`src/hrc_pkg.sv`:
```
// Constants, register map and state type for the hub reset and configuration sequencer.
// Assumes a single 40 MHz core clock and a synchronous, active-high hardware reset.

package hrc_pkg;

  localparam int unsigned CLOCK_MHZ = 40;
  localparam int unsigned RECOVER_US = 500;
  localparam int unsigned LOAD_MAX_US = 99500;
  localparam int unsigned POWER_UNIT_US = 2000;
  localparam int unsigned REQ_MAX_US = 5000;
  localparam int unsigned RECOVER_CYC = RECOVER_US * CLOCK_MHZ;
  localparam int unsigned LOAD_MAX_CYC = LOAD_MAX_US * CLOCK_MHZ;
  localparam int unsigned POWER_UNIT_CYC = POWER_UNIT_US * CLOCK_MHZ;
  localparam int unsigned REQ_MAX_CYC = REQ_MAX_US * CLOCK_MHZ;

  localparam logic [7:0] REG_POWER_ON_DELAY = 8'h10;
  localparam logic [7:0] POWER_ON_DELAY_RESET = 8'h00;
  localparam logic [7:0] UNDEFINED_READ = 8'h00;

  localparam logic [1:0] MODE_DEFAULTS = 2'h0;
  localparam logic [1:0] MODE_STRAPS = 2'h1;
  localparam logic [1:0] MODE_EEPROM = 2'h2;
  localparam logic [1:0] MODE_SMBUS = 2'h3;

  localparam logic [6:0] ADDRESS_RESET = 7'h00;
  localparam int STRAP_W = 5;
  localparam int STRAP_AMBER = 0;
  localparam int STRAP_GREEN = 1;
  localparam int STRAP_POL = 2;
  localparam int STRAP_MODE_LO = 3;
  localparam int STRAP_MODE_HI = 4;

  typedef enum logic [1:0] {
    ST_RECOVER,
    ST_LOAD,
    ST_ATTACH,
    ST_RUN
  } hrc_state_e;

endpackage : hrc_pkg

```
`src/hrc_timer.sv`:
```
// One-shot down counter raising a single-cycle pulse after a loaded number of cycles.
// Assumes the caller pulses start once and holds the limit stable while it runs.
`timescale 1ns/1ps
`default_nettype none

module hrc_timer #(
  parameter int W = 32
) (
  // Clock and reset.
  input wire logic clock,
  input wire logic rst,
  // Control.
  input wire logic start,
  input wire logic stop,
  input wire logic [W-1:0] limit,
  // Status.
  output logic running,
  output logic expired
);

  logic [W-1:0] count;

  // The pulse comes limit cycles after start, since count runs from limit-1 to zero.
  always_ff @(posedge clock) begin
    if (rst || stop) begin
      running <= 1'b0;
      count <= '0;
    end else if (start) begin
      running <= 1'b1;
      count <= limit - W'(1);
    end else if (running) begin
      if (count == '0) begin
        running <= 1'b0;
      end else begin
        count <= count - W'(1);
      end
    end
  end

  always_ff @(posedge clock) begin
    if (rst || stop || start) begin
      expired <= 1'b0;
    end else begin
      expired <= running && (count == '0);
    end
  end

endmodule : hrc_timer

`default_nettype wire

```
`src/hrc_strap_latch.sv`:
```
// Holds strap pin levels captured on one pulse until the next hardware reset.
// Assumes capture is pulsed once, in the first cycle after reset release.
`timescale 1ns/1ps
`default_nettype none

module hrc_strap_latch #(
  parameter int W = 5
) (
  // Clock and reset.
  input wire logic clock,
  input wire logic rst,
  // Capture.
  input wire logic capture,
  input wire logic [W-1:0] pins,
  // Held values.
  output logic [W-1:0] held
);

  always_ff @(posedge clock) begin
    if (rst) begin
      held <= '0;
    end else if (capture) begin
      held <= pins;
    end
  end

endmodule : hrc_strap_latch

`default_nettype wire

```
`src/hrc_sequencer.sv`:
```
// Reset and configuration sequencer for a four-port hub: recovery, configuration load,
// upstream attach, bus-reset effects, port power-on timing and indicator polarity.
// Assumes straps, loader and hub-class strobes are synchronous to clock.
`timescale 1ns/1ps
`default_nettype none

module hrc_sequencer #(
  parameter int unsigned RECOVER_CYC = hrc_pkg::RECOVER_CYC,
  parameter int unsigned LOAD_MAX_CYC = hrc_pkg::LOAD_MAX_CYC,
  parameter int unsigned POWER_UNIT_CYC = hrc_pkg::POWER_UNIT_CYC,
  parameter int unsigned REQ_MAX_CYC = hrc_pkg::REQ_MAX_CYC,
  parameter int PORTS = 4
) (
  // Clock and hardware reset.
  input wire logic clock,
  input wire logic rst,
  // Strap pins.
  input wire logic [1:0] cfg_mode_strap,
  input wire logic port_power_pol_strap,
  input wire logic self_powered,
  input wire logic eeprom_disable,
  // Configuration register port.
  input wire logic cfg_wr,
  input wire logic [7:0] cfg_addr,
  input wire logic [7:0] cfg_wdata,
  output logic [7:0] cfg_rdata,
  // Configuration loader.
  output logic eeprom_read_start,
  input wire logic eeprom_done,
  input wire logic smbus_load_done,
  output logic load_timeout,
  // Sequencer status.
  output logic osc_pll_enable,
  output logic operational,
  output logic phy_enable,
  output logic upstream_attach,
  // Upstream requests.
  input wire logic usb_bus_reset,
  input wire logic set_address,
  input wire logic [6:0] new_address,
  input wire logic set_configured,
  input wire logic suspend_req,
  input wire logic req_start,
  input wire logic req_done,
  output logic req_deadline,
  output logic [6:0] device_address,
  output logic configured,
  output logic suspended,
  output logic tt_flush,
  // Downstream ports.
  input wire logic [PORTS-1:0] port_power_set,
  input wire logic [PORTS-1:0] port_power_clear,
  output logic [PORTS-1:0] downstream_port_power_enable,
  output logic [PORTS-1:0] port_power_good,
  output logic [PORTS-1:0] downstream_reset,
  // Indicator pins.
  input wire logic led_amber_in,
  input wire logic led_green_in,
  input wire logic led_amber_req,
  input wire logic led_green_req,
  output logic led_amber_out,
  output logic led_amber_oe_n,
  output logic led_green_out,
  output logic led_green_oe_n
);

  hrc_pkg::hrc_state_e state;
  logic rst_q;
  logic capture;
  logic [hrc_pkg::STRAP_W-1:0] straps;
  logic [1:0] mode;
  logic default_mode;
  logic port_pol_high;
  logic amber_active_low;
  logic green_active_low;
  logic [7:0] power_on_delay;
  logic seq_start;
  logic [31:0] seq_limit;
  logic seq_running;
  logic seq_expired;
  logic load_bounded;
  logic req_expired;
  logic [31:0] unit_count;
  logic unit_tick;
  logic [PORTS-1:0] power_on;
  logic [7:0] power_count [PORTS];

  // Capture pulse in the first cycle after hardware reset release.
  always_ff @(posedge clock) begin
    if (rst) begin
      rst_q <= 1'b1;
    end else begin
      rst_q <= 1'b0;
    end
  end

  assign capture = rst_q && !rst;

  hrc_strap_latch #(
    .W(hrc_pkg::STRAP_W)
  ) u_straps (
    .clock(clock),
    .rst(rst),
    .capture(capture),
    .pins({cfg_mode_strap, port_power_pol_strap, led_green_in, led_amber_in}),
    .held(straps)
  );

  assign mode = straps[hrc_pkg::STRAP_MODE_HI:hrc_pkg::STRAP_MODE_LO];
  assign default_mode = (mode == hrc_pkg::MODE_DEFAULTS) || (mode == hrc_pkg::MODE_STRAPS);
  // Only the strap mode overrides port power polarity; other modes keep active-high.
  assign port_pol_high = (mode == hrc_pkg::MODE_STRAPS) ? !straps[hrc_pkg::STRAP_POL] : 1'b1;
  assign amber_active_low = default_mode && straps[hrc_pkg::STRAP_AMBER];
  assign green_active_low = default_mode && straps[hrc_pkg::STRAP_GREEN];

  // Shared timer: recovery interval, then the configuration load bound.
  assign load_bounded = (mode == hrc_pkg::MODE_EEPROM) || !self_powered;
  assign seq_start = capture || (state == hrc_pkg::ST_RECOVER && seq_expired && load_bounded);
  assign seq_limit = capture ? RECOVER_CYC : LOAD_MAX_CYC;

  hrc_timer #(
    .W(32)
  ) u_seq_timer (
    .clock(clock),
    .rst(rst),
    .start(seq_start),
    .stop(1'b0),
    .limit(seq_limit),
    .running(seq_running),
    .expired(seq_expired)
  );

  always_ff @(posedge clock) begin
    if (rst) begin
      state <= hrc_pkg::ST_RECOVER;
    end else begin
      unique case (state)
        hrc_pkg::ST_RECOVER: begin
          if (seq_expired) begin
            state <= default_mode ? hrc_pkg::ST_ATTACH : hrc_pkg::ST_LOAD;
          end
        end
        hrc_pkg::ST_LOAD: begin
          if ((mode == hrc_pkg::MODE_EEPROM && (eeprom_done || eeprom_disable)) ||
              (mode == hrc_pkg::MODE_SMBUS && smbus_load_done)) begin
            state <= hrc_pkg::ST_ATTACH;
          end else if (seq_expired) begin
            state <= hrc_pkg::ST_ATTACH;
          end
        end
        hrc_pkg::ST_ATTACH: begin
          state <= hrc_pkg::ST_RUN;
        end
        hrc_pkg::ST_RUN: begin
          state <= hrc_pkg::ST_RUN;
        end
      endcase
    end
  end

  always_ff @(posedge clock) begin
    if (rst) begin
      load_timeout <= 1'b0;
    end else if (state == hrc_pkg::ST_LOAD && seq_expired) begin
      load_timeout <= 1'b1;
    end
  end

  always_ff @(posedge clock) begin
    if (rst) begin
      eeprom_read_start <= 1'b0;
    end else begin
      eeprom_read_start <= (state == hrc_pkg::ST_RECOVER) && seq_expired &&
                           (mode == hrc_pkg::MODE_EEPROM) && !eeprom_disable;
    end
  end

  // Clocks are held off in reset; PHYs and indicators wait for the recovery interval.
  always_ff @(posedge clock) begin
    if (rst) begin
      osc_pll_enable <= 1'b0;
      operational <= 1'b0;
      upstream_attach <= 1'b0;
    end else begin
      osc_pll_enable <= 1'b1;
      operational <= (state != hrc_pkg::ST_RECOVER) || seq_expired;
      upstream_attach <= (state == hrc_pkg::ST_ATTACH) || (state == hrc_pkg::ST_RUN);
    end
  end

  assign phy_enable = operational;

  // Configuration register port.
  always_ff @(posedge clock) begin
    if (rst) begin
      power_on_delay <= hrc_pkg::POWER_ON_DELAY_RESET;
    end else if (cfg_wr && cfg_addr == hrc_pkg::REG_POWER_ON_DELAY) begin
      power_on_delay <= cfg_wdata;
    end
  end

  always_ff @(posedge clock) begin
    if (rst) begin
      cfg_rdata <= hrc_pkg::UNDEFINED_READ;
    end else if (cfg_addr == hrc_pkg::REG_POWER_ON_DELAY) begin
      cfg_rdata <= power_on_delay;
    end else begin
      cfg_rdata <= hrc_pkg::UNDEFINED_READ;
    end
  end

  // Upstream device state, cleared by hardware or bus reset.
  always_ff @(posedge clock) begin
    if (rst || usb_bus_reset) begin
      device_address <= hrc_pkg::ADDRESS_RESET;
      configured <= 1'b0;
      suspended <= 1'b0;
    end else if (state == hrc_pkg::ST_RUN) begin
      if (set_address) begin
        device_address <= new_address;
      end
      if (set_configured) begin
        configured <= 1'b1;
      end
      if (suspend_req) begin
        suspended <= 1'b1;
      end
    end
  end

  always_ff @(posedge clock) begin
    if (rst) begin
      tt_flush <= 1'b0;
    end else begin
      tt_flush <= usb_bus_reset;
    end
  end

  // Bus reset is not forwarded on downstream_reset; downstream ports see it only as port power cleared.
  assign downstream_reset = '0;

  // Request deadline: a pulse when a request has run 5 ms without completing.
  hrc_timer #(
    .W(32)
  ) u_req_timer (
    .clock(clock),
    .rst(rst || usb_bus_reset),
    .start(req_start && state == hrc_pkg::ST_RUN),
    .stop(req_done),
    .limit(REQ_MAX_CYC),
    .running(),
    .expired(req_expired)
  );

  assign req_deadline = req_expired;

  // Power-on time base, one pulse every unit of the delay register.
  always_ff @(posedge clock) begin
    if (rst || unit_tick) begin
      unit_count <= '0;
    end else begin
      unit_count <= unit_count + 32'h1;
    end
  end

  assign unit_tick = (unit_count == POWER_UNIT_CYC - 1);

  for (genvar p = 0; p < PORTS; p++) begin : g_port
    always_ff @(posedge clock) begin
      if (rst || usb_bus_reset) begin
        power_on[p] <= 1'b0;
        power_count[p] <= 8'h00;
      end else if (port_power_clear[p]) begin
        power_on[p] <= 1'b0;
      end else if (port_power_set[p] && state == hrc_pkg::ST_RUN) begin
        power_on[p] <= 1'b1;
        power_count[p] <= power_on_delay;
      end else if (unit_tick && power_count[p] != 8'h00) begin
        power_count[p] <= power_count[p] - 8'h01;
      end
    end

    always_ff @(posedge clock) begin
      if (rst) begin
        port_power_good[p] <= 1'b0;
        downstream_port_power_enable[p] <= 1'b0;
      end else begin
        port_power_good[p] <= power_on[p] && power_count[p] == 8'h00 && !port_power_set[p];
        downstream_port_power_enable[p] <= power_on[p] ~^ port_pol_high;
      end
    end
  end

  // Indicators: enable low while driving, polarity from the captured strap in the default and strap modes, active-high otherwise.
  always_ff @(posedge clock) begin
    if (rst) begin
      led_amber_oe_n <= 1'b1;
      led_green_oe_n <= 1'b1;
      led_amber_out <= 1'b0;
      led_green_out <= 1'b0;
    end else begin
      led_amber_oe_n <= !operational;
      led_green_oe_n <= !operational;
      led_amber_out <= led_amber_req ^ amber_active_low;
      led_green_out <= led_green_req ^ green_active_low;
    end
  end

endmodule : hrc_sequencer

`default_nettype wire

```
`config.mk`:
```
export PLATFORM = sky130hd
export DESIGN_NAME = hrc_sequencer
export DESIGN_NICKNAME = d
export VERILOG_FILES = /design/src/hrc_pkg.sv /design/src/hrc_timer.sv /design/src/hrc_strap_latch.sv /design/src/hrc_sequencer.sv
export SDC_FILE = /design/constraint.sdc
export NUM_CORES = 1
export LEC_CHECK = 0
export BUFFER_PORTS_ARGS = -buffer_cell sky130_fd_sc_hd__buf_4
export CAP_MARGIN = 15
export CORE_ASPECT_RATIO = 0.5
export CORE_MARGIN = 10
export CORE_UTILIZATION = 59
export CTS_CLUSTER_DIAMETER = 100
export DETAILED_ROUTE_END_ITERATION = 10
export PLACE_DENSITY = 0.9
export SETUP_SLACK_MARGIN = 0.02
export SYNTH_ARGS = -nofsm -noshare
export SYNTH_HDL_FRONTEND = slang
export SYNTH_SLANG_ARGS = --single-unit
```
`constraint.sdc`:
```
create_clock -name clock -period 3.6 [get_ports clock]
set_clock_uncertainty 0.05 [all_clocks]
set_input_delay 0.18 -clock clock [delete_from_list [all_inputs] [get_ports clock]]
set_output_delay 0.18 -clock clock [all_outputs]
set_load 0.1 [all_outputs]
```
# Yosys cells after proc, flatten, opt, wreduce, memory -nomap -nowiden

Memories as Yosys holds them, arrays and structs flattened.
Index checks and enable logic that the tools add are counted.

Memory bits (writable): 32
Output and inout bits: 41
Word-level logic and storage cells: 221
Memories kept: 1
Flip-flop bits (word level): 154

Add/subtract/negate cells: 8
Bitwise operators: 16
Multiplexer cells: 67
Equal/unequal tests: 12
Reduce and logical (&&, ||, !) cells: 80

Memories:

| memory      | words | bits a word | rd ports | clocked after Yosys merged registers in | wr ports | RTL line            | source |
|---|---|---|---|---|---|---|---|
| power_count | 4     | 8           | 4        | 0                                       | 4        | hrc_sequencer.sv:86 | `logic [7:0] power_count [PORTS];` |

Operators with widths:

| operator                                                                 | count |
|---|---|
| 32-bit 2-to-1 mux                                                        | 3 |
| 32-bit zero test                                                         | 2 |
| 8-bit 2-to-1 mux                                                         | 8 |
| 32-bit by 1-bit subtractor with 32-bit output (second input constant)    | 2 |
| 18-bit 2-to-1 mux                                                        | 3 |
| 1-bit 2-to-1 mux                                                         | 47 |
| 32-bit by 1-bit adder with 32-bit output (second input constant)         | 1 |
| 32-bit by 17-bit equality test with 1-bit output (second input constant) | 1 |
| 8-bit zero test                                                          | 4 |
| 8-bit nonzero test                                                       | 4 |
| 8-bit by 1-bit subtractor with 8-bit output (second input constant)      | 4 |
| 1-bit logical AND                                                        | 30 |
| 22-bit by 1-bit subtractor with 23-bit output (second input constant)    | 1 |
| 22-bit 2-to-1 mux                                                        | 1 |
| 2-bit AND reduction                                                      | 7 |
| 2-bit OR reduction                                                       | 7 |
| 1-bit logical OR                                                         | 12 |
| 1-bit zero test                                                          | 9 |
| 2-bit equality test (second input constant)                              | 4 |
| 8-bit by 5-bit equality test with 1-bit output (second input constant)   | 1 |
| 2-bit 2-to-1 mux                                                         | 4 |
| 1-bit bitwise OR                                                         | 8 |
| 2-bit by 1-bit inequality test with 1-bit output (second input constant) | 3 |
| 2-bit case mux with 3 select lines                                       | 1 |
| other kinds (7)                                                          | 16 |

# Longest topological paths before layout

Gate-level depths: netlist of run 1.
An unclocked memory read counts as a cell.

Depth in word-level cells: 9
Mapped depth: 9
Depth with buffers taken out: 7

# By module

Synthesis of run 1 repeated with hierarchy kept, for this count alone.

Cells, all modules: 1,296
Area, all modules: 11,096.9 µm²

Modules (own cells, without submodules):

| module                   | cells an instance | area each (µm²) | sequential area each (µm²) | instances |
|---|---|---|---|---|
| hrc_sequencer            | 579               | 5,280.1         | 2,582.5                    | 1 |
| hrc_timer at u_seq_timer | 352               | 2,827.7         | 680.7                      | 1 |
| hrc_timer at u_req_timer | 349               | 2,808.9         | 680.7                      | 1 |
| hrc_strap_latch          | 16                | 180.2           | 100.1                      | 1 |

# Worst setup path before layout of run 1

OpenSTA, ideal clock, no wires.

Kind: reg2reg
From: register u_seq_timer.count[12]
To: register u_seq_timer.count[26]
Arrival time: 2.492 ns
Buffers on the path: 1
Cell stages (with the launch flop): 7
Setup time: 0.072 ns
Data required time: 3.478 ns
Slack: 0.987 ns
Path through: dfxtp_1 > or4_4 > or4_4 > buf_6 > or4_4 > a2111oi_4 > mux2i_1

Word-level cells in the longest chain between the ends: 4
Elaborated cells on any way between the ends: 7
Those cells by class: add/sub (1); eq/ne (1); mux (3); reduce/logical (2)

Ends and longest elaborated chain:

| element                                       | RTL line        | source |
|---|---|---|
| from (decl)                                   | hrc_timer.sv:21 | `logic [W-1:0] count;` |
| from (signal assigned)                        | hrc_timer.sv:30 | `count <= limit - W'(1);` |
| from (signal assigned)                        | hrc_timer.sv:35 | `count <= count - W'(1);` |
| 32-bit by 1-bit subtractor with 32-bit output | hrc_timer.sv:35 |  |
| 32-bit 2-to-1 mux                             | hrc_timer.sv:32 | `if (count == '0) begin` |
| 32-bit 2-to-1 mux                             | hrc_timer.sv:31 | `end else if (running) begin` |
| 32-bit 2-to-1 mux                             | hrc_timer.sv:28 | `end else if (start) begin` |

Several ways; a longest one is shown, not always the timed one. The select of a mux whose other input is x is not followed.
A chain may end at the register's enable or synchronous reset.

# Worst setup path after layout of run 1

From: register u_seq_timer.count[1]
To: register u_seq_timer.count[1]

Same word-level chain as after synthesis.

==> reports/metrics.yaml, run 1 <==
portBuffers: 87
p_int_mw: 3.29
antenna_left: 0
dieArea_sq_mm: 0.0203
grt_max_degree: 32
synth_area_sq_mm: 0.00869
grt_pass1_vias: 7915
report.final.slew_viol_count: 0
crit_required_ns: 3.89
r2r-start: "u_seq_timer.count[1]"
tightest_slew_ns: 1.12
critical_path_buf_inv_count: 1
grt_overflow: 0
cp_slowest_cell: "or4_1"
postCtsSetupBuffers: 0
power.leakage_nw: 3.99
drc: 0
p_per_area_mw_per_mm2: 439
die_h_um: 106
hpwl_um: 15300
root_buffer: "clkbuf_16"
core_sq_mm: 0.0144
critPathTopFamily: "simple AND/OR/NAND/NOR gates"
ios: 92
worstPathMaxFanout: 15
clkSinkCount: 186
net-switching-power_mw: 1.28
comb_power_share: 0.099
cts.htree.levels: 4
crit_path_start: "u_seq_timer.count[1]"
rsz0062_at_grt: "false"
antenna_found_initial: 0
fillers: 954
sw_frac_of_total: 0.281
max-vdd-ir-drop_mv: 0.324
fin_nets: 1132
grt_use_total: 0.229
multi_input_area_sq_mm: 0.00436
routedWlPerCell_um: 18.6
ctsHoldBuffers: 28
fin_cells: 1279
final-setup-viol-count: 0
wl_um: 23800
syn2layout_area_growth_pct: 19.9
clockBufferDepth: 2
diodes: 0
synthArstFlopShare: 0
path_class: "register to register"
slew_headroom: 0.254
initialDrtViolationCount: 687
fin_crit_sh: 0.850
outcome: "complete, no violations"
ys_seq_elements: 186
p_clk_frac: 0.420
critPathArrivalTime_ns: 3.35
ctsResizeCount: 0
dr.pass1.iters: 6
fin_crit_ns: 3.06
seq_area_frac_synth: 0.465
fin_tns_setup_ns: 0
hold_viol_final: 0
clk_pin_slew_ns: 0.08
synth_edf_count: 32
yosysWarningCount: 0
gp_congestion: 0.892
hold_class: "input port to register"
regArea_sq_mm: 0.00404
syn_area_per_cell_sq_um: 9.08
die_width_um: 192
synthFlopType: "dfxtp_1"
clk_latency_ns: 0.44
row_count: 31
layout-drive-gt1-share: 0.149
drv_cap: 0
routed_via_density: 6.26
max_stage_delay_ns: 0.64
hold_start: "set_address"
vias: 8006
syn_inst: 957
start_kind: "register"
placed_cells: 1219
initial_utilization: 0.602
fmax_ghz: 0.327
grt_pass1_wl_um: 38800
cp-end-kind: "register"
cts_buffers: 17
seqPwrFrac: 0.481
cp_cell_sequence: "inv_1 > ha_1 > or4b_2 > or4_1 > o31ai_4 > nor2_1 > a311oi_2"
cts_tree: "yes"
synth.distinct_cells: 58
[flip-flops by register name (all words and copies together) (netlist names), 2 cells and up]
name,count
cfg_rdata,8
power_on,4
state,2
u_req_timer.count,32
unit_count,32
u_straps.held,5
device_address,7
downstream_port_power_enable,4
power_count,32
power_on_delay,8
port_power_good,4
u_seq_timer.count,32
[placed cells by master, fill, tap and decap left out, types with 13 or more instances in the layout]
| cell | Yosys | final |
|---|---|---|
| nor2_1 | 83 | 83 |
| nand4_1 | 19 | 19 |
| dlygate4sd3_1 | 0 | 28 |
| ha_1 | 13 | 13 |
| a21oi_1 | 50 | 50 |
| a31oi_1 | 18 | 18 |
| xor2_1 | 40 | 40 |
| o21ai_0 | 50 | 50 |
| edfxtp_1 | 32 | 32 |
| dfxtp_1 | 154 | 154 |
| nand2_1 | 87 | 87 |
| inv_1 | 29 | 29 |
| or4_1 | 37 | 37 |
| o31ai_1 | 25 | 25 |
| xnor2_1 | 27 | 27 |
| buf_4 | 7 | 100 |
| clkbuf_16 | 0 | 17 |
| nor3_1 | 26 | 26 |
| mux2i_1 | 19 | 19 |
| or3_1 | 24 | 24 |
| nand3_1 | 42 | 42 |
| nor4_1 | 22 | 22 |
| and2_1 | 16 | 16 |
[synth_stat cells (2+ instances only)]
cell type | count | area share
nor3_1 | 26 | 0.015
or3_1 | 24 | 0.017
nand3_1 | 42 | 0.024
xor2_1 | 40 | 0.040
and4_1 | 8 | 0.0081
inv_1 | 29 | 0.013
a21oi_1 | 50 | 0.029
o31ai_1 | 25 | 0.022
nor4_1 | 22 | 0.016
nand2b_1 | 10 | 0.0072
nor4_2 | 3 | 0.0043
o211ai_1 | 8 | 0.0069
or4_4 | 3 | 0.0039
buf_1 | 2 | 0.00086
and2_1 | 16 | 0.012
nand3b_1 | 3 | 0.0026
a311oi_1 | 3 | 0.0030
mux2i_1 | 19 | 0.022
nor4b_1 | 8 | 0.0081
dfxtp_1 | 154 | 0.35
or2_2 | 10 | 0.0072
nand2_1 | 87 | 0.038
or4b_2 | 2 | 0.0023
xnor2_1 | 27 | 0.027
nor2_1 | 83 | 0.036
a31o_2 | 5 | 0.0050
nor2b_1 | 5 | 0.0036
ha_1 | 13 | 0.019
nor3b_1 | 6 | 0.0052
and3_1 | 9 | 0.0065
o21ai_0 | 50 | 0.029
or4_1 | 37 | 0.032
a31oi_1 | 18 | 0.013
nand4_1 | 19 | 0.014
clkbuf_1 | 26 | 0.011
a211oi_1 | 5 | 0.0043
buf_2 | 2 | 0.0012
edfxtp_1 | 32 | 0.11
buf_4 | 7 | 0.0060
[per-layer routing]
layer | routed length (um) | part of all wire | track usage | vias to the layer above
met5 | 0 | 0 | 0 | -
met4 | 810 | 0.034 | 0.103 | 0
met3 | 1760 | 0.074 | 0.0441 | 86
met2 | 12200 | 0.51 | 0.424 | 384
met1 | 9120 | 0.38 | 0.251 | 3820
li1 | - | - | - | 3716
[metrics by stage]
stage	worst slack (ns)	instance area, sq um	total power, mW	hold WS, ns	util
3_5_place_dp	0.574	9520	2.65	0.312	0.660
3_3_place_gp	0.719	9520	2.64	0.314	0.660
4_1_cts	0.559	10400	4.56	0.00579	0.722
2_1_floorplan	0.987	8700	2.53	0.158	-
5_1_grt	0.397	10400	4.70	0.0264	0.722
6_report	0.539	10400	4.58	0.0242	0.722
[power by group through the flow]
stage	registers [mW]	logic (mW)	clock network (mW)
6_report	2.20	0.452	1.92
5_1_grt	2.21	0.484	2.01
4_1_cts	2.20	0.440	1.92
3_5_place_dp	2.25	0.407	0
3_3_place_gp	2.24	0.394	0
2_1_floorplan	2.26	0.271	0
[cell type report]
cell class              instances  area share
clock buffers                  17      0.0408
clock inverters                15      0.0186
inverters                      30      0.0108
multi-input cells             705       0.419
flip-flops and latches        186       0.388
well taps                     198      0.0238
repair buffers                128      0.0990
[worst min-delay path: cells and delay by family]
| kind | cells | cell delay, ns |
|---|---|---|
| buffers and inverters | 1 | 0.14 |
| AND/OR/NAND/NOR | 1 | 0.08 |
| AO/OA/AOI/OAI | 1 | 0.06 |
[cell families (layout without fill, tap and decap cells)]
family,count (synthesis),in the layout,synth area share
and+or+nand+nor,425,425,0.264
xor gates and xnor gates,67,67,0.0675
DFF,186,186,0.465
muxes,19,19,0.0219
AOI/OAI and AO/OA,177,177,0.128
adders and majority gates,13,13,0.0187
other,1,4,0.000431
buffers and inverters,69,190,0.0341
[path summary, 6_finish.rpt]
check,to,slack [ns],cells after the start
max,u_seq_timer.count[1],0.54,7
min,device_address[3],0.02,3
max reg2reg,u_seq_timer.count[1],0.54,7
min reg2reg,led_green_oe_n,0.38,1
Note: power is estimated with default switching activity, not from simulation.
==> inputs of run 2 (changes only) <==
--- a/config.mk
+++ b/config.mk
@@ -9,10 +9,11 @@
 export CAP_MARGIN = 15
 export CORE_ASPECT_RATIO = 0.5
 export CORE_MARGIN = 10
-export CORE_UTILIZATION = 59
+export CORE_UTILIZATION = 53
 export CTS_CLUSTER_DIAMETER = 100
 export DETAILED_ROUTE_END_ITERATION = 10
-export PLACE_DENSITY = 0.9
+export PLACE_DENSITY = 0.86
+export RECOVER_POWER = 100
 export SETUP_SLACK_MARGIN = 0.02
 export SYNTH_ARGS = -nofsm -noshare
 export SYNTH_HDL_FRONTEND = slang
==> constraint.sdc (replaced) <==
create_clock -name clock -period 2.52 [get_ports clock]
set_clock_uncertainty 0.05 [all_clocks]
set_input_delay 0.126 -clock clock [delete_from_list [all_inputs] [get_ports clock]]
set_output_delay 0.126 -clock clock [all_outputs]
set_load 0.1 [all_outputs]
==> reports/metrics.yaml, run 2 (same netlist as run 1, synthesis figures left out) <==
wl_um: 26700
hpwl_um: 15800
start_kind: "register"
core_sq_mm: 0.0157
fmax_ghz: 0.411
dieArea_sq_mm: 0.0222
clockBufferDepth: 2
grt_pass1_vias: 8380
place_area_sq_mm: 0.00983
routedWlPerCell_um: 19.7
root_buffer: "clkbuf_16"
syn2layout_area_growth_pct: 23.6
p_per_area_mw_per_mm2: 611
p_clk_frac: 0.406
grt_overflow: 0
critical_path_buf_inv_count: 1
cts_tree: "yes"
cp-end-kind: "register"
max-vdd-ir-drop_mv: 0.464
ff2ff_path_depth: 6
layout-drive-gt1-share: 0.150
p_int_mw: 4.71
worst_slack_ns: 0.0892
min_path_cells: 3
fin_nets: 1187
slew_headroom: 0.142
fillers: 1067
ios: 92
multi_input_area_sq_mm: 0.00443
hold_class: "input port to register"
critPathTopFamily: "simple AND/OR/NAND/NOR gates"
rsz0062_at_grt: "true"
outcome: "complete, no violations"
seqPwrFrac: 0.479
power.leakage_nw: 4.01
layout_commonest_cell: "dfxtp_1"
row_count: 32
fin_crit_ns: 2.43
routed_via_density: 6.24
max_stage_delay_ns: 0.54
regArea_sq_mm: 0.00405
crit_required_ns: 2.85
antenna_left: 0
gp_congestion: 0.883
comb_power_share: 0.115
cp_cell_sequence: "or4_4 > buf_4 > or2_2 > or4_1 > or3_1 > a21oi_1"
grt_max_degree: 32
cts.htree.levels: 4
grt_pass1_wl_um: 42800
portBuffers: 87
initialDrtViolationCount: 1265
path_class: "register to register"
fin_util: 0.682
drc: 0
post-place-ws_ns: -0.0132
sw_frac_of_total: 0.282
worstPathMaxFanout: 4
initial_utilization: 0.552
die_width_um: 201
clk_pin_slew_ns: 0.08
diodes: 0
fin_cells: 1357
die_h_um: 111
net-switching-power_mw: 1.85
cp_slowest_cell: "or4_4"
final-setup-viol-count: 0
fin_crit_sh: 0.965
cts_buffers: 17
grt_use_total: 0.228
clkSinkCount: 186
placed_cells: 1278
stdcell_area_sq_mm: 0.0107
vias: 8472
drv_cap: 0
dr.pass1.iters: 8
critPathArrivalTime_ns: 2.76
clk_latency_ns: 0.44
tightest_slew_ns: 1.29
hold_viol_final: 0
path_depth: 6
antenna_found_initial: 0
layout_common_cells: "151 x dfxtp_1, 90 x buf_4, 87 x nand2_1"
report.final.slew_viol_count: 0
run 2: cell types whose count changed in the layout (fill, tap and decap cells not counted), sizes merged:
cell	before	now
clkinvlp	0	2
clkinv	9	4
dlygate4sd3	28	40
clkbuf	17	69
buf	100	91
inv	36	39
run 2: worst paths after layout:
path	start	endpoint	slack, ns
worst max-delay path	u_seq_timer.count[27]	u_seq_timer.count[31]	0.09
worst min-delay path	port_power_clear[0]	power_on[0]	0.01
worst max register to register	u_seq_timer.count[27]	u_seq_timer.count[31]	0.09
worst min register to register	operational	led_green_oe_n	0.42
run 2: worst min-delay path, stage by stage:
cell	delay [ns]
buf_4	0.13
inv_1	0.07
a31o_2	0.15
run 2: what timing repair did:
item,in CTS,in global routing
pin swaps,1,4
endpoints found under the hold margin,32,0
endpoints found under the setup margin,9,53
resized for setup,1,13
hold buffers,40,0
buffers inserted,0,6
run 2: power groups by stage:
stage                     combinational [mW]  sequential, mW  clock, mW
after floorplan                        0.399            3.23          0
after global placement                 0.625            3.20          0
after detailed placement               0.651            3.20          0
after CTS                              0.713            3.13       2.66
after global routing                   0.796            3.15       2.81
final                                  0.754            3.14       2.66
run 2: per-stage QoR:
stage | total power [mW] | setup TNS, ns | hold slack (ns)
3_3_place_gp | 3.82 | 0 | 0.256
6_report | 6.56 | 0 | 0.0111
4_1_cts | 6.51 | 0 | 0.000223
3_5_place_dp | 3.85 | -0.0315 | 0.255
5_1_grt | 6.75 | -0.0238 | 0.0111
2_1_floorplan | 3.63 | -0.0631 | 0.104
run 2: layout make-up:
cell class,instances,area share
clock buffer,17,0.0396
inverter,30,0.0105
clock inverter,15,0.0139
tap,221,0.0258
timing repair buffer,183,0.120
sequential,186,0.377
multi-input combinational,705,0.413
run 2: layer usage:
metal,vias up,share of wire,wire [um],GRT usage
li1,3813,-,-,-
met1,3992,0.37,9800,0.256
met2,514,0.50,13200,0.400
met3,153,0.084,2240,0.0448
met4,0,0.054,1440,0.130
met5,-,0,0,0
